[config.mk]
export PLATFORM = sky130hd
export DESIGN_NAME = ufi_regs
export DESIGN_NICKNAME = d
export VERILOG_FILES = /design/src/ufi_pkg.sv /design/src/ufi_regs.sv
export SDC_FILE = /design/constraint.sdc
export NUM_CORES = 1
export LEC_CHECK = 0
export ABC_AREA = 1
export BUFFER_PORTS_ARGS = -buffer_cell sky130_fd_sc_hd__buf_4
export CAP_MARGIN = 0
export CORE_MARGIN = 5
export CORE_UTILIZATION = 41
export CTS_CLUSTER_SIZE = 24
export DETAILED_ROUTE_END_ITERATION = 12
export MAX_ROUTING_LAYER = met4
export PLACE_DENSITY = 0.78
export SLEW_MARGIN = 20
export SYNTH_ARGS = -nofsm -noshare
export SYNTH_HDL_FRONTEND = slang
export SYNTH_SLANG_ARGS = --single-unit
[constraint.sdc]
create_clock -name clk_i -period 1.45 [get_ports clk_i]
set_input_delay 0.0725 -clock clk_i [delete_from_list [all_inputs] [get_ports clk_i]]
set_output_delay 0.0725 -clock clk_i [all_outputs]
set_load 0.1 [all_outputs]
[src/ufi_pkg.sv]
`default_nettype none
// Shared constants and carriers of the USB function interrupt block
package ufi_pkg;

  // Wishbone widths
  localparam int unsigned WB_AW = 8;
  localparam int unsigned WB_DW = 32;
  localparam int unsigned IDX_W = 6;

  // Register indexes; byte address is four times the index
  localparam logic [IDX_W-1:0] IDX_IN_FLAGS = 6'h02;
  localparam logic [IDX_W-1:0] IDX_OUT_FLAGS = 6'h04;
  localparam logic [IDX_W-1:0] IDX_CM_FLAGS = 6'h06;
  localparam logic [IDX_W-1:0] IDX_IN_EN = 6'h07;
  localparam logic [IDX_W-1:0] IDX_OUT_EN = 6'h09;
  localparam logic [IDX_W-1:0] IDX_CM_EN = 6'h0B;
  localparam logic [IDX_W-1:0] IDX_FRAME_LO = 6'h0C;
  localparam logic [IDX_W-1:0] IDX_FRAME_HI = 6'h0D;
  localparam logic [IDX_W-1:0] IDX_CONTROL = 6'h10;
  localparam logic [IDX_W-1:0] IDX_STATUS = 6'h11;

  // Field positions in the flag and enable registers
  localparam int unsigned BIT_EP0 = 0;
  localparam int unsigned BIT_IN1 = 1;
  localparam int unsigned BIT_OUT_ENDPOINT_ONE_FLAG = 1;
  localparam int unsigned BIT_SOF = 3;
  localparam int unsigned BIT_RST = 2;
  localparam int unsigned BIT_RSU = 1;
  localparam int unsigned BIT_SUS = 0;

  // Implemented bits of each register, and the common enables set by bus reset
  localparam logic [7:0] IN_MASK = 8'h03;
  localparam logic [7:0] OUT_MASK = 8'h02;
  localparam logic [7:0] CM_MASK = 8'h0F;
  localparam logic [7:0] CM_BUS_RST_EN = 8'h0E;
  localparam logic [7:0] CTRL_MASK = 8'h03;

  // Reset values
  localparam logic [7:0] FLAGS_RST = 8'h00;
  localparam logic [7:0] IN_EN_RST = 8'h03;
  localparam logic [7:0] OUT_EN_RST = 8'h02;
  localparam logic [7:0] CM_EN_RST = 8'h06;
  localparam logic [7:0] CTRL_RST = 8'h00;
  localparam logic [10:0] FRAME_RST = 11'h000;

  // Control and status fields
  localparam int unsigned CTRL_SUSPEND_DETECT_ENABLE = 0;
  localparam int unsigned CTRL_SYSEN = 1;
  localparam int unsigned STAT_SUSPEND = 0;
  localparam int unsigned STAT_PENDING = 1;
  localparam int unsigned STAT_ARMED = 2;

  // Frame timing
  localparam int unsigned CLK_PERIOD_NS = 4;
  localparam int unsigned FRAME_PERIOD_NS = 1000000;
  localparam int unsigned FRAME_CYCLES = FRAME_PERIOD_NS / CLK_PERIOD_NS;
  localparam int unsigned FCNT_W = 18;

  // Event strobes from the serial engine, one cycle each
  typedef struct packed {
    logic ctrl_ep;
    logic in_ep1;
    logic out_ep1;
    logic sof_valid;
    logic bus_reset;
    logic resume;
    logic suspend;
  } ufi_evt_t;

endpackage
`default_nettype wire

[src/ufi_regs.sv]
// Overview of operation
// [RL1] Frame number low byte read at 0x0C
// [RL2] Frame bits 10..8 at 0x0D, rest zero
// [RL3] Any enabled set flag raises interrupt request
// [RL4] Reading flag register returns then clears flags
// [RL5] Software writes never change flag bits
// [RL6] IN flags: endpoint one bit1, control bit0
// [RL7] OUT flags: endpoint one in bit1 only
// [RL8] Frame flag on token or missed token
// [RL9] Bus reset sets reset flag bit2
// [RL10] Resume flag only while in suspend mode
// [RL11] Suspend flag only with suspend detection enabled
// [RL12] Common flags at 0x06, upper nibble zero
// [RL13] IN enable at 0x07, resets to 03
// [RL14] OUT enable at 0x09, resets to 02
// [RL15] Request passes only with system enable
// [RL16] Common enable at 0x0B, resets to 06
// [RL17] Bus reset enables sources, clears flags
// [RL18] Latch frame number; synthesize missing frame
// [RL19] Event during read keeps flag set
`timescale 1ns/1ns
`default_nettype none
module ufi_regs #(
  parameter int unsigned FRAME_CYCLES_P = ufi_pkg::FRAME_CYCLES
) (
  // Clock and reset
  input wire logic clk_i,
  input wire logic rst_i,
  // Wishbone slave
  input wire logic wb_cyc_i,
  input wire logic wb_stb_i,
  input wire logic wb_we_i,
  input wire logic [ufi_pkg::WB_AW-1:0] wb_adr_i,
  input wire logic [3:0] wb_sel_i,
  input wire logic [ufi_pkg::WB_DW-1:0] wb_dat_i,
  output logic [ufi_pkg::WB_DW-1:0] wb_dat_o,
  output logic wb_ack_o,
  // Serial engine events
  input wire ufi_pkg::ufi_evt_t evt_i,
  input wire logic [10:0] frame_num_i,
  // Processor side
  output logic usb_irq_o,
  output logic suspend_mode_o
);
  import ufi_pkg::*;

  // Bus decode
  logic [IDX_W-1:0] idx;
  logic req;
  logic rd_req;
  logic wr_req;
  logic ack_q;
  logic [WB_DW-1:0] rdata_q;
  logic [7:0] rdata;

  // Flag and enable registers
  logic [7:0] in_flags_q;
  logic [7:0] out_flags_q;
  logic [7:0] cm_flags_q;
  logic [7:0] in_en_q;
  logic [7:0] out_en_q;
  logic [7:0] cm_en_q;
  logic [7:0] ctrl_q;
  logic [7:0] in_set;
  logic [7:0] out_set;
  logic [7:0] cm_set;
  logic [7:0] in_flags_d;
  logic [7:0] out_flags_d;
  logic [7:0] cm_flags_d;

  // Frame state
  logic [10:0] frame_q;
  logic [FCNT_W-1:0] fcnt_q;
  logic armed_q;
  logic sof_synth;
  logic suspend_q;
  logic irq_q;
  logic pending;

  // A request is served once; ack drops the cycle after it rises
  assign idx = wb_adr_i[IDX_W+1:2];
  assign req = wb_cyc_i && wb_stb_i && !ack_q;
  assign rd_req = req && !wb_we_i;
  assign wr_req = req && wb_we_i && wb_sel_i[0];

  // Missing frame token is synthesized one period after the last
  assign sof_synth = armed_q && !evt_i.sof_valid &&
                     (fcnt_q == FCNT_W'(FRAME_CYCLES_P - 1)); // [RL18] [RL8]

  // Hardware set vectors for each flag register
  always_comb begin
    in_set = '0;
    out_set = '0;
    cm_set = '0;
    in_set[BIT_IN1] = evt_i.in_ep1; // [RL6]
    in_set[BIT_EP0] = evt_i.ctrl_ep; // [RL6]
    out_set[BIT_OUT_ENDPOINT_ONE_FLAG] = evt_i.out_ep1; // [RL7]
    cm_set[BIT_SOF] = evt_i.sof_valid || sof_synth; // [RL8]
    cm_set[BIT_RST] = evt_i.bus_reset; // [RL9]
    cm_set[BIT_RSU] = evt_i.resume && suspend_q; // [RL10]
    cm_set[BIT_SUS] = evt_i.suspend && ctrl_q[CTRL_SUSPEND_DETECT_ENABLE]; // [RL11]
  end

  // Next flag values: reads and bus reset clear, events set and win
  always_comb begin
    in_flags_d = in_flags_q;
    out_flags_d = out_flags_q;
    cm_flags_d = cm_flags_q;
    if ((rd_req && idx == IDX_IN_FLAGS) || evt_i.bus_reset) begin
      in_flags_d = FLAGS_RST; // [RL4] [RL17]
    end
    if ((rd_req && idx == IDX_OUT_FLAGS) || evt_i.bus_reset) begin
      out_flags_d = FLAGS_RST; // [RL4] [RL17]
    end
    if ((rd_req && idx == IDX_CM_FLAGS) || evt_i.bus_reset) begin
      cm_flags_d = FLAGS_RST; // [RL4] [RL17]
    end
    // Set after clear so a coincident event survives
    in_flags_d = (in_flags_d | in_set) & IN_MASK; // [RL19] [RL6]
    out_flags_d = (out_flags_d | out_set) & OUT_MASK; // [RL19] [RL7]
    cm_flags_d = (cm_flags_d | cm_set) & CM_MASK; // [RL19] [RL12]
  end

  // Flag registers; bus writes do not reach them
  always_ff @(posedge clk_i) begin
    if (rst_i) begin
      in_flags_q <= FLAGS_RST;
      out_flags_q <= FLAGS_RST;
      cm_flags_q <= FLAGS_RST;
    end else begin
      in_flags_q <= in_flags_d; // [RL5]
      out_flags_q <= out_flags_d; // [RL5]
      cm_flags_q <= cm_flags_d; // [RL5]
    end
  end

  // Enable registers; bus reset overrides a coincident write
  always_ff @(posedge clk_i) begin
    if (rst_i) begin
      in_en_q <= IN_EN_RST; // [RL13]
      out_en_q <= OUT_EN_RST; // [RL14]
      cm_en_q <= CM_EN_RST; // [RL16]
    end else if (evt_i.bus_reset) begin
      // All sources on except suspend, which keeps its setting
      in_en_q <= IN_MASK; // [RL17]
      out_en_q <= OUT_MASK; // [RL17]
      cm_en_q <= cm_en_q | CM_BUS_RST_EN; // [RL17]
    end else if (wr_req) begin
      // Unused bits are dropped on write
      if (idx == IDX_IN_EN) begin
        in_en_q <= wb_dat_i[7:0] & IN_MASK; // [RL13]
      end
      if (idx == IDX_OUT_EN) begin
        out_en_q <= wb_dat_i[7:0] & OUT_MASK; // [RL14]
      end
      if (idx == IDX_CM_EN) begin
        cm_en_q <= wb_dat_i[7:0] & CM_MASK; // [RL16]
      end
    end
  end

  // Control register: suspend detection and system interrupt enable
  always_ff @(posedge clk_i) begin
    if (rst_i) begin
      ctrl_q <= CTRL_RST;
    end else if (wr_req && idx == IDX_CONTROL) begin
      ctrl_q <= wb_dat_i[7:0] & CTRL_MASK;
    end
  end

  // Suspend mode: entered on detected suspend, left on resume or reset
  always_ff @(posedge clk_i) begin
    if (rst_i) begin
      suspend_q <= 1'b0;
    end else if (evt_i.resume || evt_i.bus_reset) begin
      suspend_q <= 1'b0;
    end else if (evt_i.suspend && ctrl_q[CTRL_SUSPEND_DETECT_ENABLE]) begin
      suspend_q <= 1'b1; // [RL11]
    end
  end

  // Frame number captured from each valid token
  always_ff @(posedge clk_i) begin
    if (rst_i) begin
      frame_q <= FRAME_RST;
    end else if (evt_i.sof_valid) begin
      frame_q <= frame_num_i; // [RL18]
    end
  end

  // Frame period counter, armed by the first real token
  always_ff @(posedge clk_i) begin
    if (rst_i) begin
      fcnt_q <= '0;
      armed_q <= 1'b0;
    end else if (evt_i.bus_reset) begin
      // Frame timing restarts after a bus reset
      fcnt_q <= '0;
      armed_q <= 1'b0;
    end else if (evt_i.sof_valid || sof_synth) begin
      fcnt_q <= '0; // [RL18]
      armed_q <= 1'b1;
    end else if (armed_q) begin
      fcnt_q <= fcnt_q + 1'b1;
    end
  end

  // Combined request from enabled flags
  assign pending = |((in_flags_q & in_en_q) | (out_flags_q & out_en_q) |
                     (cm_flags_q & cm_en_q)); // [RL3]

  // Interrupt output gated by the system level enable
  always_ff @(posedge clk_i) begin
    if (rst_i) begin
      irq_q <= 1'b0;
    end else begin
      irq_q <= pending && ctrl_q[CTRL_SYSEN]; // [RL3] [RL15]
    end
  end

  // Read multiplexer; unmapped indexes read zero
  always_comb begin
    rdata = '0;
    unique case (idx)
      IDX_IN_FLAGS: rdata = in_flags_q; // [RL6]
      IDX_OUT_FLAGS: rdata = out_flags_q; // [RL7]
      IDX_CM_FLAGS: rdata = cm_flags_q; // [RL12]
      IDX_IN_EN: rdata = in_en_q;
      IDX_OUT_EN: rdata = out_en_q;
      IDX_CM_EN: rdata = cm_en_q;
      IDX_FRAME_LO: rdata = frame_q[7:0]; // [RL1]
      IDX_FRAME_HI: rdata = {5'h00, frame_q[10:8]}; // [RL2]
      IDX_CONTROL: rdata = ctrl_q;
      IDX_STATUS: begin
        rdata[STAT_SUSPEND] = suspend_q;
        rdata[STAT_PENDING] = pending;
        rdata[STAT_ARMED] = armed_q;
      end
      default: rdata = '0;
    endcase
  end

  // Bus answer one cycle after the request, data captured with it
  always_ff @(posedge clk_i) begin
    if (rst_i) begin
      ack_q <= 1'b0;
      rdata_q <= '0;
    end else begin
      ack_q <= req;
      if (rd_req) begin
        rdata_q <= {24'h000000, rdata}; // [RL4]
      end
    end
  end

  // Outputs straight from flip-flops
  assign wb_ack_o = ack_q;
  assign wb_dat_o = rdata_q;
  assign usb_irq_o = irq_q;
  assign suspend_mode_o = suspend_q;
endmodule // ufi_regs
`default_nettype wire

==> results by group, run 1 <==
Run status
  • Status: completed

Drt
  • Final Routed Wirelength: 7.020 mm
  • 1st-pass router iterations: 4
  • Number of remaining DRC errors: 0
  • Via Count: 2,739
  • Initial DRC Count: 115
  • DR vias/cell: 4.642
  • DR WL/cell: 11.90 um
  • Remaining antenna violation count: 0

Synth
  • Warnings from Yosys: 0
  • Synthesized-area fraction occupied by and/or/nand/nor cells: 34.27%
  • Main combinational cell family by area after synthesis: simple AND/OR/NAND/NOR gates
  • Top cells by area, synth: dfxtp_1 (39%), nand2_1 (12%), nor2_1 (9.5%)
  • Top_reg_cell synth: dfxtp_1
  • Synth cell types: 31
  • Sequential share of the synthesized area: 39.46%
  • Adder and majority cell fraction of the synthesized area: 0.4327%
  • Syn_area_per_cell: 6.984 um2
  • Portion of netlist area occupied by mux cells: 0%
  • Post-Synth XOR/XNOR Area: 3.938%
  • EDFF count, synth: 0
  • FFs w/ async S/R, synth: 0%
  • Synth Instances: 414
  • Post-synth top area share: 39.46%
  • Synth area leader: dfxtp_1
  • Syn Std Cell Area: 0.002892 mm2
  • Seq cells post-synth: 57
  • Post-synthesis compound-gate area fraction: 9.174%

Critical path
  • R2R Setup Slk: 0.12 ns
  • Crit-path max FO: 4
  • Worst Setup Start Kind: register
  • Worst setup EP type: register
  • Arr. time, crit path: 1.57 ns
  • Crit Path Class: register to register
  • Req. time, crit path: 1.69 ns

Power and ir drop
  • Worst vdd ir: 651.8 uV
  • Power Dens Cells: 1044 mW/mm2
  • LEAKAGE: 0.001627 uW

Timing
  • Final period util: 91.71%
  • Final setup viols: 0
  • Fin Hold WS: 0.01579 ns
  • Setup ws final: 0.1202 ns
  • Pins Over Slew Limit: 0
  • Final hold viol count: 0
  • Fin crit period: 1.330 ns
  • Unrepaired setup endpoints after global routing: yes
  • Setup Skew: 0.007058 ns
  • Fmax: 752.0 MHz

Finish
  • Cell Count, Final, Fillers Out: 590
  • Fill count: 655
  • Final nets: 557
  • Ant diodes: 0
  • Area growth syn-to-layout: 29.81%
  • Share of layout cells above drive strength 1: 21.66%

Placed design
  • Pre-CTS WS: 0.03261 ns
  • Placed cells: 555
  • Count of input and output buffers: 44
  • GPL Wtd Cong: 0.8755
  • HPWL Detailed: 5.250 mm

CTS
  • Clock tree sinks: 57
  • CTS tree: yes
  • H-tree Lvls: 3
  • Clk Latency, worst-skew pair: 0.34 ns
  • TritonCTS Buffers: 9
  • CTS root buffer: clkbuf_8
  • Clk pin slew, worst setup/hold paths: 0.06 ns
  • CTS max path bufs: 2

Global routing
  • Tot GR Track Use: 16.66%
  • GR Overflow Total: 0
  • First-pass GRT wire length: 11.26 mm
  • Largest net degree at the start of global routing: 19
  • Vias in the first global route: 2,606
  • Initial antenna violation count: 0

Die
  • DIE AREA: 0.008832 mm2
  • Die extent in y: 93.98 um
  • Initial Util: 42.33%
  • Rows: 30
  • Horiz. Die Dim: 93.98 um
  • Num ports: 102
  • Core area: 0.006832 mm2

Worst hold path
  • Min-Delay Path Class: input port to register

Run
  • Max Cap Viol: 0
report_power, final:
part | total (uW) | internal (uW) | switching (uW)
sequential | 1630 | 1600 | 24.9
clock | 1680 | 1050 | 625
combinational | 613 | 155 | 458
critical path, stage by stage, from the launching register on:
cell     delay [ns]
dfxtp_2        0.35
ha_1           0.17
nand2_1        0.08
nor2_2         0.12
nand4_1        0.17
nor3_2         0.17
nand2_1        0.07
nand3_1        0.06
nor2_1         0.04
synth_stat cells, types with 2 or more instances:
master and number:
clkbuf_1 4, inv_1 34, nand2_1 91, xor2_1 7, a21oi_1 22, xnor2_1 6
a31oi_1 2, inv_2 2, dfxtp_1 57, nor3_1 6, buf_4 28, nor2_2 7
nor3_2 2, nand3_1 22, nand2_2 4, nor2_4 2, o21ai_0 20, nand4_1 13
nor2_1 73
layer usage:
metal / part of all wire [%] / track usage, %
met5: 0 / -
met4: 1.3 / 5.776
met3: 6.6 / 5.449
met2: 50 / 28.44
met1: 43 / 18.19
registers in the layout (all words and copies together) (netlist names):
name            count
in_en_q             2
out_flags_q         1
wb_ack_o            1
ctrl_q              2
cm_flags_q          4
fcnt_q             18
wb_dat_o            8
in_flags_q          2
suspend_mode_o      1
frame_q            11
armed_q             1
usb_irq_o           1
cm_en_q             4
out_en_q            1
stage by stage:
stage | power [uW] | area (um2) | util, % | setup TNS, ns
final | 3920 | 3754 | 54.95 | 0
after global routing | 4083 | 3754 | 54.95 | -0.02878
after floorplan | 2133 | 2983 | - | 0
after detailed placement | 2226 | 3299 | 48.30 | 0
after CTS | 3951 | 3709 | 54.29 | 0
after global placement | 2220 | 3299 | 48.30 | 0
layout by cell type, fill, tap and decap left out, types with 2 or more instances in the layout:
cell type	synthesis	routed
buf_4	28	55
nand3_2	1	2
a31oi_1	2	2
dlygate4sd3_1	0	18
nor2_4	2	3
o21ai_0	20	20
inv_1	34	33
nand2_2	4	4
inv_2	2	3
nor3_1	6	5
xor2_1	7	7
xnor2_1	6	6
clkinv_2	0	2
nand2_1	91	91
nor2_1	73	69
dfxtp_2	0	4
nand3_1	22	21
dfxtp_1	57	52
nor3_2	2	3
conb_1	1	24
bufinv_16	0	2
a21oi_1	22	22
clkbuf_8	0	11
nor2_2	7	10
nand4_1	13	13
path summary, 6_finish.rpt:
check / cells past startpoint / endpoint / start
worst max-delay path: 8 / fcnt_q[14] / fcnt_q[0]
worst min-delay path: 3 / in_en_q[0] / wb_dat_i[0]
worst max register to register: 8 / fcnt_q[14] / fcnt_q[0]
worst min register to register: 1 / wb_ack_o / wb_ack_o
logic make-up (layout without fill, tap and decap cells):
logic type               count (synthesis)  after routing
flip-flops                              57             57
other                                    1             24
AO/OA/AOI/OAI                           48             48
adder cells (fa/ha/maj)                  1              1
buffers and inverters                   69            126
AND/OR/NAND/NOR                        225            225
XOR/XNOR                                13             13
layout make-up:
type                            instances  area (um2)  area share (%)
Multi-Input combinational cell        311        1506           40.13
Sequential cell                        57        1150           30.63
Timing Repair Buffer                   74       613.1           16.33
Clock buffer                           11       151.4           4.033
Inverter                               36       135.1           3.600
Tap cell                               96       120.1           3.200
Clock inverter                          5       77.57           2.067
repair_timing:
action,4_1_cts,5_1_grt
setup buffers,0,1
hold buffers,18,0
gates resized for setup,0,12
setup endpoints to repair,0,15
endpoints found under the hold margin,18,0
Note: power is estimated with default switching activity, not from simulation.
==> inputs of run 2 (changes only) <==
--- a/config.mk
+++ b/config.mk
@@ -10,6 +10,7 @@
 export CAP_MARGIN = 0
 export CORE_MARGIN = 5
 export CORE_UTILIZATION = 41
+export CTS_CLUSTER_DIAMETER = 150
 export CTS_CLUSTER_SIZE = 24
 export DETAILED_ROUTE_END_ITERATION = 12
 export MAX_ROUTING_LAYER = met4
==> constraint.sdc (replaced) <==
create_clock -name clk_i -period 1.45 [get_ports clk_i]
set_input_delay 0.0725 -clock clk_i [delete_from_list [all_inputs] [get_ports clk_i]]
set_output_delay 0.0725 -clock clk_i [all_outputs]
set_load 0.01 [all_outputs]
==> run 2 against run 1 <==
Effect of this change: maximum frequency is 3.1% lower; core utilization is 0.37 points higher; clock skew is 0.0019 ns higher; power is 3.2% lower; non-clock buffer count is 3 higher; hold slack better by 0.0020 ns; sequential power hardly changed; sequential share of layout area is 0.27 points lower; clock power is 8% higher; largest cell class unchanged; design area is 0.67% higher; highest routed layer unchanged; combinational power is 43% lower.
==> results by group, run 2 (synthesized netlist as in run 1, its figures left out) <==
CTS
  • Clk Latency, worst-skew pair: 0.34 ns (about the same)
  • Clock tree sinks: 57 (unchanged)
  • Clk pin slew, worst setup/hold paths: 0.06 ns (about the same)
  • TritonCTS Buffers: 9 (unchanged)
  • CTS tree: yes (unchanged)
  • CTS root buffer: clkbuf_8 (unchanged)
  • CTS max path bufs: 2 (unchanged)
  • H-tree Lvls: 3 (unchanged)

Finish
  • Most common cell after layout, fill and taps aside: nand2_1 (unchanged)
  • Ant diodes: 0 (unchanged)
  • Reg area: 0.001147 mm2 (was 0.001150 mm2)
  • Area growth syn-to-layout: 30.68% (was 29.81%)
  • Max reg flops: 18 (unchanged)
  • Multi-input gate area: 0.001495 mm2 (was 0.001506 mm2)
  • Cell Count, Final, Fillers Out: 593 (was 590)
  • Share of layout cells above drive strength 1: 21.73% (was 21.66%)
  • Most flop-heavy register: fcnt_q (unchanged)
  • Commonest non-fill, non-tap cells in the layout: nand2_1 (90), nor2_1 (72), buf_4 (57) (was nand2_1 (91), nor2_1 (69), buf_4 (55))
  • Design area: 0.003779 mm2 (was 0.003754 mm2)
  • Fill count: 658 (was 655)
  • Final nets: 560 (was 557)

Critical path
  • Req. time, crit path: 1.68 ns (was 1.69 ns)
  • Worst path max stage delay: 0.33 ns (was 0.35 ns)
  • CP Capture Point: fcnt_q[14] (unchanged)
  • CP max stage cell: dfxtp_2 (unchanged)
  • R2R Setup Slk: 0.08 ns (was 0.12 ns)
  • Worst Reg-to-Reg Cells: 8 (unchanged)
  • Crit-path max FO: 2 (was 4)
  • Crit Path Class: register to register (unchanged)
  • WP buf/inv: 0 (unchanged)
  • Arr. time, crit path: 1.61 ns (was 1.57 ns)
  • Worst Setup Start Kind: register (unchanged)
  • Critical path launch point: fcnt_q[0] (unchanged)
  • Worst setup EP type: register (unchanged)
  • Capturing point of the worst reg2reg path: fcnt_q[14] (unchanged)
  • Crit. path cell count: 8 (unchanged)
  • Worst path cell trace: ha_2 > nand2_2 > nor2_4 > nand4_1 > nor3_2 > nand2_1 > nand3_1 > nor2_1 (was ha_1 > nand2_1 > nor2_2 > nand4_1 > nor3_2 > nand2_1 > nand3_1 > nor2_1)
  • Family with the most delay on the worst path: simple AND/OR/NAND/NOR gates (unchanged)
  • Critical R2R Launch: fcnt_q[0] (unchanged)

Timing
  • Final setup viols: 0 (unchanged)
  • Pins Over Slew Limit: 0 (unchanged)
  • Fin crit period: 1.372 ns (was 1.330 ns)
  • Setup ws final: 0.07783 ns (was 0.1202 ns)
  • Fmax: 728.8 MHz (was 752.0 MHz)
  • Fin Hold WS: 0.01782 ns (was 0.01579 ns)
  • Setup Skew: 0.008914 ns (was 0.007058 ns)
  • Unrepaired setup endpoints after global routing: yes (unchanged)
  • Final hold viol count: 0 (unchanged)
  • Final period util: 94.63% (was 91.71%)

Worst hold path
  • Min-Delay Path Class: input port to register (unchanged)
  • Hold_sp: evt_i[0] (was wb_dat_i[0])

Placed design
  • GPL Wtd Cong: 0.8888 (was 0.8755)
  • Pre-CTS WS: 0.01350 ns (was 0.03261 ns)
  • Count of input and output buffers: 44 (unchanged)
  • Placed cells: 557 (was 555)
  • Placed inst area: 0.003309 mm2 (was 0.003299 mm2)
  • HPWL Detailed: 5.224 mm (was 5.250 mm)

Die
  • Horiz. Die Dim: 93.98 um (unchanged)
  • Num ports: 102 (unchanged)
  • Initial Util: 42.33% (unchanged)
  • Rows: 30 (unchanged)
  • DIE AREA: 0.008832 mm2 (unchanged)
  • Die extent in y: 93.98 um (unchanged)
  • Core area: 0.006832 mm2 (unchanged)

Drt
  • DR WL/cell: 11.93 um (was 11.90 um)
  • Final Routed Wirelength: 7.075 mm (was 7.020 mm)
  • Remaining antenna violation count: 0 (unchanged)
  • Initial DRC Count: 151 (was 115)
  • 1st-pass router iterations: 5 (was 4)
  • Via Count: 2,758 (was 2,739)
  • Number of remaining DRC errors: 0 (unchanged)
  • DR vias/cell: 4.651 (was 4.642)

Run status
  • Status: completed (unchanged)

Power and ir drop
  • LEAKAGE: 0.001649 uW (was 0.001627 uW)
  • Overall Power: 3795 uW (was 3920 uW)
  • Worst vdd ir: 633.5 uV (was 651.8 uV)
  • Power Dens Cells: 1004 mW/mm2 (was 1044 mW/mm2)

Global routing
  • First-pass GRT wire length: 11.64 mm (was 11.26 mm)
  • Vias in the first global route: 2,643 (was 2,606)
  • Largest net degree at the start of global routing: 19 (unchanged)
  • Initial antenna violation count: 0 (unchanged)
  • GR Overflow Total: 0 (unchanged)
  • Tot GR Track Use: 17.28% (was 16.66%)

Run
  • Max Cap Viol: 0 (unchanged)
run 2: worst min path at each step:
| stage | to | depth (start not counted) | slack, ns |
|---|---|---|---|
| floorplan | suspend_mode_o | 1 | 0.15 |
| global placement | suspend_mode_o | 2 | 0.25 |
| detailed placement | suspend_mode_o | 2 | 0.25 |
| CTS | cm_flags_q[0] | 3 | 0.009 |
| global route | cm_flags_q[0] | 3 | 0.02 |
| finish | cm_flags_q[0] | 3 | 0.02 |
run 2: final cells by class:
class	count	area share [%]
repair buffers	77	16.89
clock buffers	10	3.642
flip-flops and latches	57	30.36
inverters	36	3.576
multi-input cells	311	39.57
clock inverters	6	2.781
well taps	96	3.179
run 2: tightest hold or removal path, delay by kind of cell:
kind                   cells  cell delay [ns]
buffers and inverters      1             0.11
and+or+nand+nor            1             0.06
AOI/OAI and AO/OA          1             0.06
run 2: timing repair:
action | 4_1_cts | 5_1_grt
hold buffers | 19 | 0
endpoints found under the setup margin | 0 | 15
setup buffers | 0 | 1
endpoints found under the hold margin | 19 | 0
gates resized for setup | 0 | 12
run 2: power by group:
part | total [uW] | switching, uW | internal [uW]
registers | 1630 | 24.5 | 1600
clock network | 1820 | 640 | 1180
logic | 349 | 195 | 154
run 2: through the flow:
stage / utilization, % / TNS [ns]
finish: 55.31 / 0
CTS: 54.78 / 0
global placement: 48.44 / 0
global route: 55.31 / -0.03496
detailed placement: 48.44 / 0
floorplan: - / 0
run 2: layer usage:
layer / GRT usage [%] / wire (um) / vias to the layer above
met5: - / 0 / -
met4: 5.054 / 75 / 0
met3: 6.250 / 533 / 8
met2: 27.26 / 3381 / 88
met1: 20.76 / 3084 / 1229
li1: - / - / 1433
